`src/design/tcp_pkg.sv`:
```
// Package for the trim cell profile control block.
// Assumes a single 25 MHz system clock shared by both ends.
package tcp_pkg;
  // ----------------------------------------
  // Sizes
  // ----------------------------------------
  localparam int NUM_CHANNELS = 4;
  localparam int NUM_PROFILES = 3;
  localparam int DAC_WIDTH = 8;
  localparam int SETPOINT_WIDTH = 12;
  localparam int SELECT_WIDTH = 2;
  // ----------------------------------------
  // Reset values and codes
  // ----------------------------------------
  localparam logic [7:0] DAC_BIPOLAR_ZERO = 8'h80;
  localparam logic [7:0] DAC_MAX = 8'hff;
  localparam logic [7:0] DAC_MIN = 8'h00;
  localparam logic [1:0] PROFILE_0 = 2'h0;
  localparam logic [1:0] PROFILE_1 = 2'h1;
  localparam logic [1:0] PROFILE_2 = 2'h2;
  // ----------------------------------------
  // Update interval
  // ----------------------------------------
  localparam int CLK_PERIOD_NS = 40;
  localparam int UPDATE_INTERVAL_US = 860;
  localparam int UPDATE_CYCLES = (UPDATE_INTERVAL_US * 1000) / CLK_PERIOD_NS;
  // ----------------------------------------
  // Control register offsets (controller side)
  // ----------------------------------------
  localparam logic [3:0] REG_PROFILE_SELECT = 4'h0;
  localparam logic [3:0] REG_LOOP_ENABLE = 4'h1;
  localparam logic [3:0] REG_OUTPUT_ENABLE = 4'h2;
  localparam logic [3:0] REG_DAC_BASE = 4'h4;
  localparam logic [3:0] REG_SETPOINT_BASE = 4'h8;
  localparam logic [3:0] REG_STATUS = 4'hc;
endpackage : tcp_pkg

```
`src/design/tcp_link_if.sv`:
```
// Sense-control link between user logic and the trim cells.
// Assumes both ends run on the same clock.
`timescale 1ns/10ps
interface tcp_link_if;
  logic [3:0] trim_loop_enable;
  logic [3:0] profile_select_low;
  logic [3:0] profile_select_high;
  logic [3:0] trim_output_enable;
  logic [31:0] dac_code;
  logic [3:0] dac_drive;
  modport device (
    input trim_loop_enable, profile_select_low, profile_select_high, trim_output_enable,
    output dac_code, dac_drive
  );
  modport user (
    output trim_loop_enable, profile_select_low, profile_select_high, trim_output_enable,
    input dac_code, dac_drive
  );
endinterface : tcp_link_if

```
`src/design/tcp_trim_device.sv`:
```
// What this block does
// - Four independent trim channels, three levels each
// - Drive 8-bit DAC; closed-loop default, manual optional
// - Manual loads selected code straight into DAC
// - Manual keeps three 8-bit profile codes
// - Manual reloads DAC when selects change
// - Host overwrites profile 0 code unless protected
// - Closed-loop keeps three 12-bit setpoints
// - Closed-loop copies setpoint when selects change
// - Host overwrites profile 0 setpoint unless protected
// - Compare setpoint with monitor reading, adjust DAC
// - Adjust only while loop enable is one
// - Two selects per channel, chosen independently
// - Output active only while output enable one
// - Output enable zero clears dac_drive; dac_code stays driven
// - Step one by sign and polarity; equal holds
// - Loop off holds; reset starts at 80h
// - Manual reset loads profile 0, outputs off
//
// Trim cell device end: four channels of profile and closed-loop trim logic.
// Assumes monitor readings and host writes are synchronous to CLK_SYS.
//
// The address-and-strobe port and the placing of the registers were decided locally.
`timescale 1ns/10ps
module tcp_trim_device #(
  parameter int UPDATE_CYCLES = tcp_pkg::UPDATE_CYCLES,
  parameter logic [3:0] MANUAL_MODE = 4'h0,
  parameter logic [3:0] POLARITY_INVERT = 4'h0,
  parameter logic WRITE_PROTECT = 1'b0,
  parameter logic [31:0] PROFILE_CODE_0 = 32'h80808080,
  parameter logic [31:0] PROFILE_CODE_1 = 32'h90909090,
  parameter logic [31:0] PROFILE_CODE_2 = 32'h70707070,
  parameter logic [47:0] PROFILE_SETPOINT_0 = 48'h800800800800,
  parameter logic [47:0] PROFILE_SETPOINT_1 = 48'h900900900900,
  parameter logic [47:0] PROFILE_SETPOINT_2 = 48'h700700700700
) (
  input wire logic CLK_SYS,
  input wire logic RESET,
  input wire logic CLK_EN,
  tcp_link_if.device LINK,
  input wire logic [47:0] MONITOR_READING,
  input wire logic HOST_WRITE,
  input wire logic [1:0] HOST_CHANNEL,
  input wire logic HOST_IS_SETPOINT,
  input wire logic [11:0] HOST_DATA,
  output logic HOST_REJECTED
);
  // ----------------------------------------
  // Elaboration checks
  // ----------------------------------------
  if (UPDATE_CYCLES < 1) begin : g_bad_update
    $error("UPDATE_CYCLES must be at least one");
  end
  if (tcp_pkg::NUM_CHANNELS != 4) begin : g_bad_channels
    $error("Link widths serve exactly four channels");
  end
  if (tcp_pkg::DAC_WIDTH != 8) begin : g_bad_dac
    $error("DAC register width must be eight bits");
  end
  if (tcp_pkg::SETPOINT_WIDTH != 12) begin : g_bad_setpoint
    $error("Setpoint width must be twelve bits");
  end
  if (tcp_pkg::SELECT_WIDTH != 2) begin : g_bad_select
    $error("Select decode serves exactly two select lines");
  end
  if (tcp_pkg::NUM_PROFILES != 3) begin : g_bad_profiles
    $error("Select decode serves exactly three profiles");
  end
  if ($bits(PROFILE_CODE_0) != tcp_pkg::NUM_CHANNELS * tcp_pkg::DAC_WIDTH) begin : g_bad_code_list
    $error("Profile code lists must hold one code per channel");
  end
  if ($bits(PROFILE_SETPOINT_0) != tcp_pkg::NUM_CHANNELS * tcp_pkg::SETPOINT_WIDTH) begin : g_bad_setpoint_list
    $error("Profile setpoint lists must hold one setpoint per channel");
  end

  // ----------------------------------------
  // Shared update tick
  // ----------------------------------------
  logic [31:0] tick_count;
  wire update_tick = (tick_count == 32'(UPDATE_CYCLES - 1));
  wire [31:0] next_tick_count = update_tick ? 32'h0 : tick_count + 32'h1;

  always_ff @(posedge CLK_SYS or posedge RESET) begin
    if (RESET) begin
      tick_count <= 32'h0;
    end else if (CLK_EN) begin
      tick_count <= next_tick_count;
    end
  end

  // ----------------------------------------
  // Host write protection
  // ----------------------------------------
  wire host_blocked = HOST_WRITE & WRITE_PROTECT;

  always_ff @(posedge CLK_SYS or posedge RESET) begin
    if (RESET) begin
      HOST_REJECTED <= 1'b0;
    end else if (CLK_EN) begin
      HOST_REJECTED <= host_blocked;
    end
  end

  // ----------------------------------------
  // Channels
  // ----------------------------------------
  genvar ch;
  generate
    for (ch = 0; ch < tcp_pkg::NUM_CHANNELS; ch++) begin : g_chan
      logic [7:0] code0;
      logic [11:0] setpoint0;
      logic [7:0] dac;
      logic [11:0] work_setpoint;
      logic [1:0] select_prev;
      logic drive;
      logic started;
      wire [1:0] select_now = {LINK.profile_select_high[ch], LINK.profile_select_low[ch]};
      wire [1:0] index = (select_now == 2'h3) ? tcp_pkg::PROFILE_2 : select_now;
      wire [7:0] code_pick = (index == tcp_pkg::PROFILE_0) ? code0 :
        (index == tcp_pkg::PROFILE_1) ? PROFILE_CODE_1[ch*8 +: 8] : PROFILE_CODE_2[ch*8 +: 8];
      wire [11:0] setpoint_pick = (index == tcp_pkg::PROFILE_0) ? setpoint0 :
        (index == tcp_pkg::PROFILE_1) ? PROFILE_SETPOINT_1[ch*12 +: 12] : PROFILE_SETPOINT_2[ch*12 +: 12];
      wire select_changed = started & (select_now != select_prev);
      wire [11:0] reading = MONITOR_READING[ch*12 +: 12];
      wire above = work_setpoint > reading;
      wire below = work_setpoint < reading;
      wire step_up = POLARITY_INVERT[ch] ? below : above;
      wire step_down = POLARITY_INVERT[ch] ? above : below;
      wire host_here = HOST_WRITE & ~WRITE_PROTECT & (HOST_CHANNEL == 2'(ch));
      wire loop_step = LINK.trim_loop_enable[ch] & update_tick;
      // ----------------------------------------
      // Next values
      // ----------------------------------------
      wire [7:0] next_loop_dac = (step_up && dac != tcp_pkg::DAC_MAX) ? dac + 8'h1 :
        (step_down && dac != tcp_pkg::DAC_MIN) ? dac - 8'h1 : dac;
      wire manual = MANUAL_MODE[ch];
      wire host_code = host_here & ~HOST_IS_SETPOINT;
      wire host_setpoint = host_here & HOST_IS_SETPOINT;
      wire [7:0] next_code0 = host_code ? HOST_DATA[7:0] : code0;
      wire [11:0] next_setpoint0 = host_setpoint ? HOST_DATA : setpoint0;
      wire [11:0] next_work_setpoint = (!manual && select_changed) ? setpoint_pick : work_setpoint;
      wire [7:0] next_manual_dac = select_changed ? code_pick : dac;
      wire [7:0] next_auto_dac = loop_step ? next_loop_dac : dac;
      wire [7:0] next_dac = manual ? next_manual_dac : next_auto_dac;

      // ----------------------------------------
      // Profile 0 store
      // ----------------------------------------
      always_ff @(posedge CLK_SYS or posedge RESET) begin
        if (RESET) begin
          code0 <= PROFILE_CODE_0[ch*8 +: 8];
          setpoint0 <= PROFILE_SETPOINT_0[ch*12 +: 12];
        end else if (CLK_EN) begin
          code0 <= next_code0;
          setpoint0 <= next_setpoint0;
        end
      end

      // ----------------------------------------
      // Select tracking
      // ----------------------------------------
      always_ff @(posedge CLK_SYS or posedge RESET) begin
        if (RESET) begin
          select_prev <= 2'h0;
          started <= 1'b0;
        end else if (CLK_EN) begin
          select_prev <= select_now;
          started <= 1'b1;
        end
      end

      // ----------------------------------------
      // Output drive
      // ----------------------------------------
      always_ff @(posedge CLK_SYS or posedge RESET) begin
        if (RESET) begin
          drive <= 1'b0;
        end else if (CLK_EN) begin
          drive <= LINK.trim_output_enable[ch];
        end
      end

      // ----------------------------------------
      // Working setpoint
      // ----------------------------------------
      always_ff @(posedge CLK_SYS or posedge RESET) begin
        if (RESET) begin
          work_setpoint <= PROFILE_SETPOINT_0[ch*12 +: 12];
        end else if (CLK_EN) begin
          work_setpoint <= next_work_setpoint;
        end
      end

      // ----------------------------------------
      // DAC register
      // ----------------------------------------
      always_ff @(posedge CLK_SYS or posedge RESET) begin
        if (RESET) begin
          dac <= MANUAL_MODE[ch] ? PROFILE_CODE_0[ch*8 +: 8] : tcp_pkg::DAC_BIPOLAR_ZERO;
        end else if (CLK_EN) begin
          dac <= next_dac;
        end
      end

      // ----------------------------------------
      // Link outputs
      // ----------------------------------------
      assign LINK.dac_code[ch*8 +: 8] = dac;
      assign LINK.dac_drive[ch] = drive;
    end
  endgenerate
endmodule : tcp_trim_device

```
`src/flat_wrapper.sv`:
```
// flat-port wrapper written by rule: the top's interface ports become plain ports
module tcp_trim_device_flat 
#(
  parameter int UPDATE_CYCLES = tcp_pkg::UPDATE_CYCLES,
  parameter logic [3:0] MANUAL_MODE = 4'h0,
  parameter logic [3:0] POLARITY_INVERT = 4'h0,
  parameter logic WRITE_PROTECT = 1'b0,
  parameter logic [31:0] PROFILE_CODE_0 = 32'h80808080,
  parameter logic [31:0] PROFILE_CODE_1 = 32'h90909090,
  parameter logic [31:0] PROFILE_CODE_2 = 32'h70707070,
  parameter logic [47:0] PROFILE_SETPOINT_0 = 48'h800800800800,
  parameter logic [47:0] PROFILE_SETPOINT_1 = 48'h900900900900,
  parameter logic [47:0] PROFILE_SETPOINT_2 = 48'h700700700700
)
  (CLK_SYS, RESET, CLK_EN, MONITOR_READING, HOST_WRITE, HOST_CHANNEL, HOST_IS_SETPOINT, HOST_DATA, HOST_REJECTED, LINK_trim_loop_enable, LINK_profile_select_low, LINK_profile_select_high, LINK_trim_output_enable, LINK_dac_code, LINK_dac_drive);
  tcp_link_if LINK_i ();
  input wire logic CLK_SYS;
  input wire logic RESET;
  input wire logic CLK_EN;
  input wire logic [47:0] MONITOR_READING;
  input wire logic HOST_WRITE;
  input wire logic [1:0] HOST_CHANNEL;
  input wire logic HOST_IS_SETPOINT;
  input wire logic [11:0] HOST_DATA;
  output logic HOST_REJECTED;
  input wire logic [$bits(LINK_i.trim_loop_enable)-1:0] LINK_trim_loop_enable;
  input wire logic [$bits(LINK_i.profile_select_low)-1:0] LINK_profile_select_low;
  input wire logic [$bits(LINK_i.profile_select_high)-1:0] LINK_profile_select_high;
  input wire logic [$bits(LINK_i.trim_output_enable)-1:0] LINK_trim_output_enable;
  output wire logic [$bits(LINK_i.dac_code)-1:0] LINK_dac_code;
  output wire logic [$bits(LINK_i.dac_drive)-1:0] LINK_dac_drive;
  assign LINK_i.trim_loop_enable = LINK_trim_loop_enable;
  assign LINK_i.profile_select_low = LINK_profile_select_low;
  assign LINK_i.profile_select_high = LINK_profile_select_high;
  assign LINK_i.trim_output_enable = LINK_trim_output_enable;
  assign LINK_dac_code = LINK_i.dac_code;
  assign LINK_dac_drive = LINK_i.dac_drive;
  tcp_trim_device #(.UPDATE_CYCLES(UPDATE_CYCLES), .MANUAL_MODE(MANUAL_MODE), .POLARITY_INVERT(POLARITY_INVERT), .WRITE_PROTECT(WRITE_PROTECT), .PROFILE_CODE_0(PROFILE_CODE_0), .PROFILE_CODE_1(PROFILE_CODE_1), .PROFILE_CODE_2(PROFILE_CODE_2), .PROFILE_SETPOINT_0(PROFILE_SETPOINT_0), .PROFILE_SETPOINT_1(PROFILE_SETPOINT_1), .PROFILE_SETPOINT_2(PROFILE_SETPOINT_2)) u_core (.CLK_SYS(CLK_SYS), .RESET(RESET), .CLK_EN(CLK_EN), .LINK(LINK_i), .MONITOR_READING(MONITOR_READING), .HOST_WRITE(HOST_WRITE), .HOST_CHANNEL(HOST_CHANNEL), .HOST_IS_SETPOINT(HOST_IS_SETPOINT), .HOST_DATA(HOST_DATA), .HOST_REJECTED(HOST_REJECTED));
endmodule
```
`config.mk`:
```
export PLATFORM = sky130hd
export DESIGN_NAME = tcp_trim_device_flat
export DESIGN_NICKNAME = d
export VERILOG_FILES = /design/src/design/tcp_pkg.sv /design/src/design/tcp_link_if.sv /design/src/design/tcp_trim_device.sv /design/src/flat_wrapper.sv
export SDC_FILE = /design/constraint.sdc
export NUM_CORES = 1
export LEC_CHECK = 0
export BUFFER_PORTS_ARGS = -buffer_cell sky130_fd_sc_hd__buf_2
export CAP_MARGIN = 15
export CORE_MARGIN = 2
export CORE_UTILIZATION = 50
export CTS_BUF_LIST = sky130_fd_sc_hd__clkbuf_16
export CTS_CLUSTER_SIZE = 10
export DETAILED_ROUTE_END_ITERATION = 12
export PLACE_DENSITY = 0.7
export SYNTH_ARGS = -nofsm -noshare
export SYNTH_HDL_FRONTEND = slang
export SYNTH_SLANG_ARGS = --single-unit
```
`constraint.sdc`:
```
create_clock -name CLK_SYS -period 6.4 [get_ports CLK_SYS]
set_input_delay 0.96 -clock CLK_SYS [delete_from_list [all_inputs] [get_ports CLK_SYS]]
set_output_delay 0.96 -clock CLK_SYS [all_outputs]
set_load 0.1 [all_outputs]
```
==> results.json <==
{
  "p_sw_uw": 836,
  "cts-buffers-inserted": 17,
  "final_util_pct": 58.2,
  "drv_slew": 0,
  "path_class": "in2reg",
  "finalSetupTns_ps": 0,
  "clk_latency_ps": 430,
  "drtAntennaViolNets": 0,
  "wirelength_um": 20200,
  "die_area_mm2": 0.0203,
  "first_pass_iters": 5,
  "dp_slack_ps": 1800,
  "pwr-share-clk_pct": 34.2,
  "crit_fanout": 7,
  "diodes": 0,
  "root_buffer": "clkbuf_16",
  "worst_ep_arrival_time_ps": 4420,
  "maxCapViolCount": 0,
  "p_per_area_mw_per_mm2": 262,
  "grtUsageTotal_pct": 20.4,
  "crit_path_end_kind": "flop",
  "fin_worst_skew_ps": 13.1,
  "status": "finished clean",
  "netlist_instances": 933,
  "ys_seq_area_share_pct": 45.4,
  "rows": 50,
  "synth.avg_cell_area_um2": 10.3,
  "synth_cell_types": 57,
  "rsz0062_at_grt": "false",
  "synth_warnings": 0,
  "cts_resized": 0,
  "via_per_inst": 5.46,
  "fin_crit_ps": 4110,
  "clk_pin_slew_ps": 60,
  "synth-main-ff-cell": "dfrtp_1",
  "port_buffers": 118,
  "combPwrFrac_pct": 18.9,
  "hold_buffers": 0,
  "critPathLaunchType": "primary input",
  "synth_nets": 1094,
  "wl_per_cell_um": 15.6,
  "synth-async-reset-ratio_pct": 100,
  "gp_congestion": 0.852,
  "worst_slack_ps": 2290,
  "htreeDepth": 4,
  "initial_core_util_pct": 51.0,
  "min_period_over_period_pct": 64.2,
  "p_int_uw": 2030,
  "area_growth_pct": 14.2,
  "grt_start_max_net_pins": 94,
  "grt_pass1_wl_um": 32700,
  "post_cts_buffers": 0,
  "required_ps": 6710,
  "ir_worst_vdd_v": 0.000227,
  "drc": 0,
  "routed-via-count": 7075,
  "swShare_pct": 29.2,
  "core_mm2": 0.0188,
  "final-hold-violation-count": 0,
  "die_h_um": 142,
  "seq_power_share_pct": 46.9,
  "ys_ff_latch": 173,
  "die_x_um": 142,
  "io_pins": 120,
  "synth_edf_count": 0,
  "dp_hpwl_um": 14900,
  "cts_tree": "done",
  "cellLeakagePower_uw": 0.00547,
  "tightest_slew_ps": 1000,
  "slew_headroom_pct": 33.0,
  "fmax_mhz": 243,
  "dr.first_iter.drc_count": 397,
  "mappedNetlistArea_mm2": 0.00957,
  "antenna_found_initial": 0,
  "grt_pass1_vias": 6678,
  "cts_buffer_depth": 2,
  "cts.sinks": 173,
  "setup_viol": 0,
  "final_nets": 1210,
  "min_path_type": "reg2reg",
  "drive_gt1_share_pct": 24.5,
  "grt_remaining_overflow": 0
}
-- flip-flops by register name, summed over array words and instances, names as in the netlist --
name	cells
u_core.g_chan.select_prev	8
u_core.g_chan.work_setpoint	48
u_core.g_chan.setpoint0	48
u_core.tick_count	32
u_core.g_chan.dac	32
u_core.g_chan.drive	4
u_core.g_chan.started	1
-- path summary, 6_finish.rpt --
kind	start	to	slack, ps	cells past startpoint
setup reg to reg	u_core.g_chan[1].work_setpoint[9]	u_core.g_chan[1].dac[6]	2570	12
min in group asynchronous	RESET	u_core.g_chan[2].dac[0]	700	2
setup / recovery	MONITOR_READING[21]	u_core.g_chan[1].dac[6]	2290	14
hold reg to reg	u_core.g_chan[0].started	u_core.g_chan[0].started	460	1
hold / removal	u_core.g_chan[0].started	u_core.g_chan[0].started	460	1
max in group asynchronous	RESET	u_core.g_chan[0].select_prev[0]	4120	3
-- power groups by stage --
stage | sequential [uW] | combinational (uW) | clock, uW
2_1_floorplan | 1330 | 423 | 0
3_3_place_gp | 1360 | 523 | 0
3_5_place_dp | 1360 | 542 | 0
4_1_cts | 1340 | 545 | 991
5_1_grt | 1360 | 615 | 1040
6_report | 1340 | 542 | 978
-- cells in the mapped netlist, types with 2 or more instances --
cell       number  area (um2)
nor2_1         45         169
and3_1         14        87.6
a21oi_1        37         185
a21boi_0        2        15.0
o311ai_0        2        17.5
nor3_1         15        75.1
and2_1          5        31.3
inv_1          68         255
or4_1           2        15.0
o21bai_1        3        22.5
buf_4           6        45.0
a221o_1         2        20.0
o21ai_0        68         340
nand3_1        20         100
nor2b_1         5        31.3
clkbuf_1       21        78.8
a21o_1          8        60.1
ha_1           74         926
o22ai_1         2        12.5
nand2b_1        4        25.0
a211oi_1        2        15.0
or2_2           6        37.5
mux2i_1         5        50.1
nor4b_1         2        17.5
nor4_1         12        75.1
mux2_4          3        45.0
xor2_1         29         254
mux2_2         78         878
nand4_1        19         119
a31oi_1         3        18.8
o31ai_1         9        67.6
o2111a_1        2        22.5
nand4b_1        2        17.5
nand2_1       114         428
xnor2_1        32         280
a2111oi_0       2        17.5
dfrtp_1       161        4030
and4_1         11        96.3
fa_1            4        80.1
o21a_1          6        45.0
dfstp_2        12         315
-- final cells by class --
cell class	count	area, um2
Fill cell	1596	7840
Multi-Input combinational cell	663	4840
Sequential cell	173	4340
Timing Repair Buffer	126	648
Clock buffer	17	425
Tap cell	234	293
Inverter	68	260
Clock inverter	15	123
-- layer usage --
layer | GRT usage (%) | wire length (um) | share of wire [%] | vias to the layer above
met1 | 28.4 | 9600 | 47 | 3403
met2 | 32.4 | 9490 | 47 | 141
met5 | 0 | 0 | 0 | -
met4 | 6.62 | 384 | 1.9 | 0
met3 | 3.84 | 752 | 3.7 | 30
li1 | - | - | - | 3501
-- cells in the final DEF, fill, tap and decap left out, types with 14 or more instances in the layout --
cell	instances
xnor2_1	32
nand2_1	114
nor3_1	15
nor2_1	45
ha_1	74
inv_1	68
dfrtp_1	161
nand4_1	19
mux2_2	78
nand3_1	20
clkbuf_16	17
o21ai_0	64
and3_1	14
buf_2	119
a21oi_1	37
xor2_1	29
-- metrics by stage --
| stage | std cells | total power (uW) | cell area, um2 | hold WS, ps |
|---|---|---|---|---|
| finish | 1296 | 2860 | 10900 | 461 |
| global placement | 1263 | 1880 | 10400 | 441 |
| detailed placement | 1263 | 1900 | 10400 | 447 |
| CTS | 1295 | 2880 | 10900 | 465 |
| global route | 1296 | 3020 | 10900 | 473 |
| floorplan | 933 | 1750 | 9570 | 428 |
-- cell families after synthesis --
family                     count (synthesis)  share of synthesized area, %
and+or+nand+nor                          283                          14.5
DFF                                      173                          45.4
AOI/OAI and AO/OA                        153                          9.49
buffers and inverters                     97                          4.12
muxes                                     87                          10.4
adders and majority gates                 78                          10.5
xor gates and xnor gates                  61                          5.58
other                                      1                        0.0392
-- worst max-delay path: stages --
cell and delay, ps:
buf_2 70, inv_1 40, ha_1 310, a2111oi_0 410, o21ai_0 160, o2111a_1 190, o31ai_1 830, ha_1 430
a21o_1 170, a21oi_1 210, o21ai_0 120, a21oi_1 180, xnor2_1 80, mux2_2 260
Power figures use the tool's default switching activity.
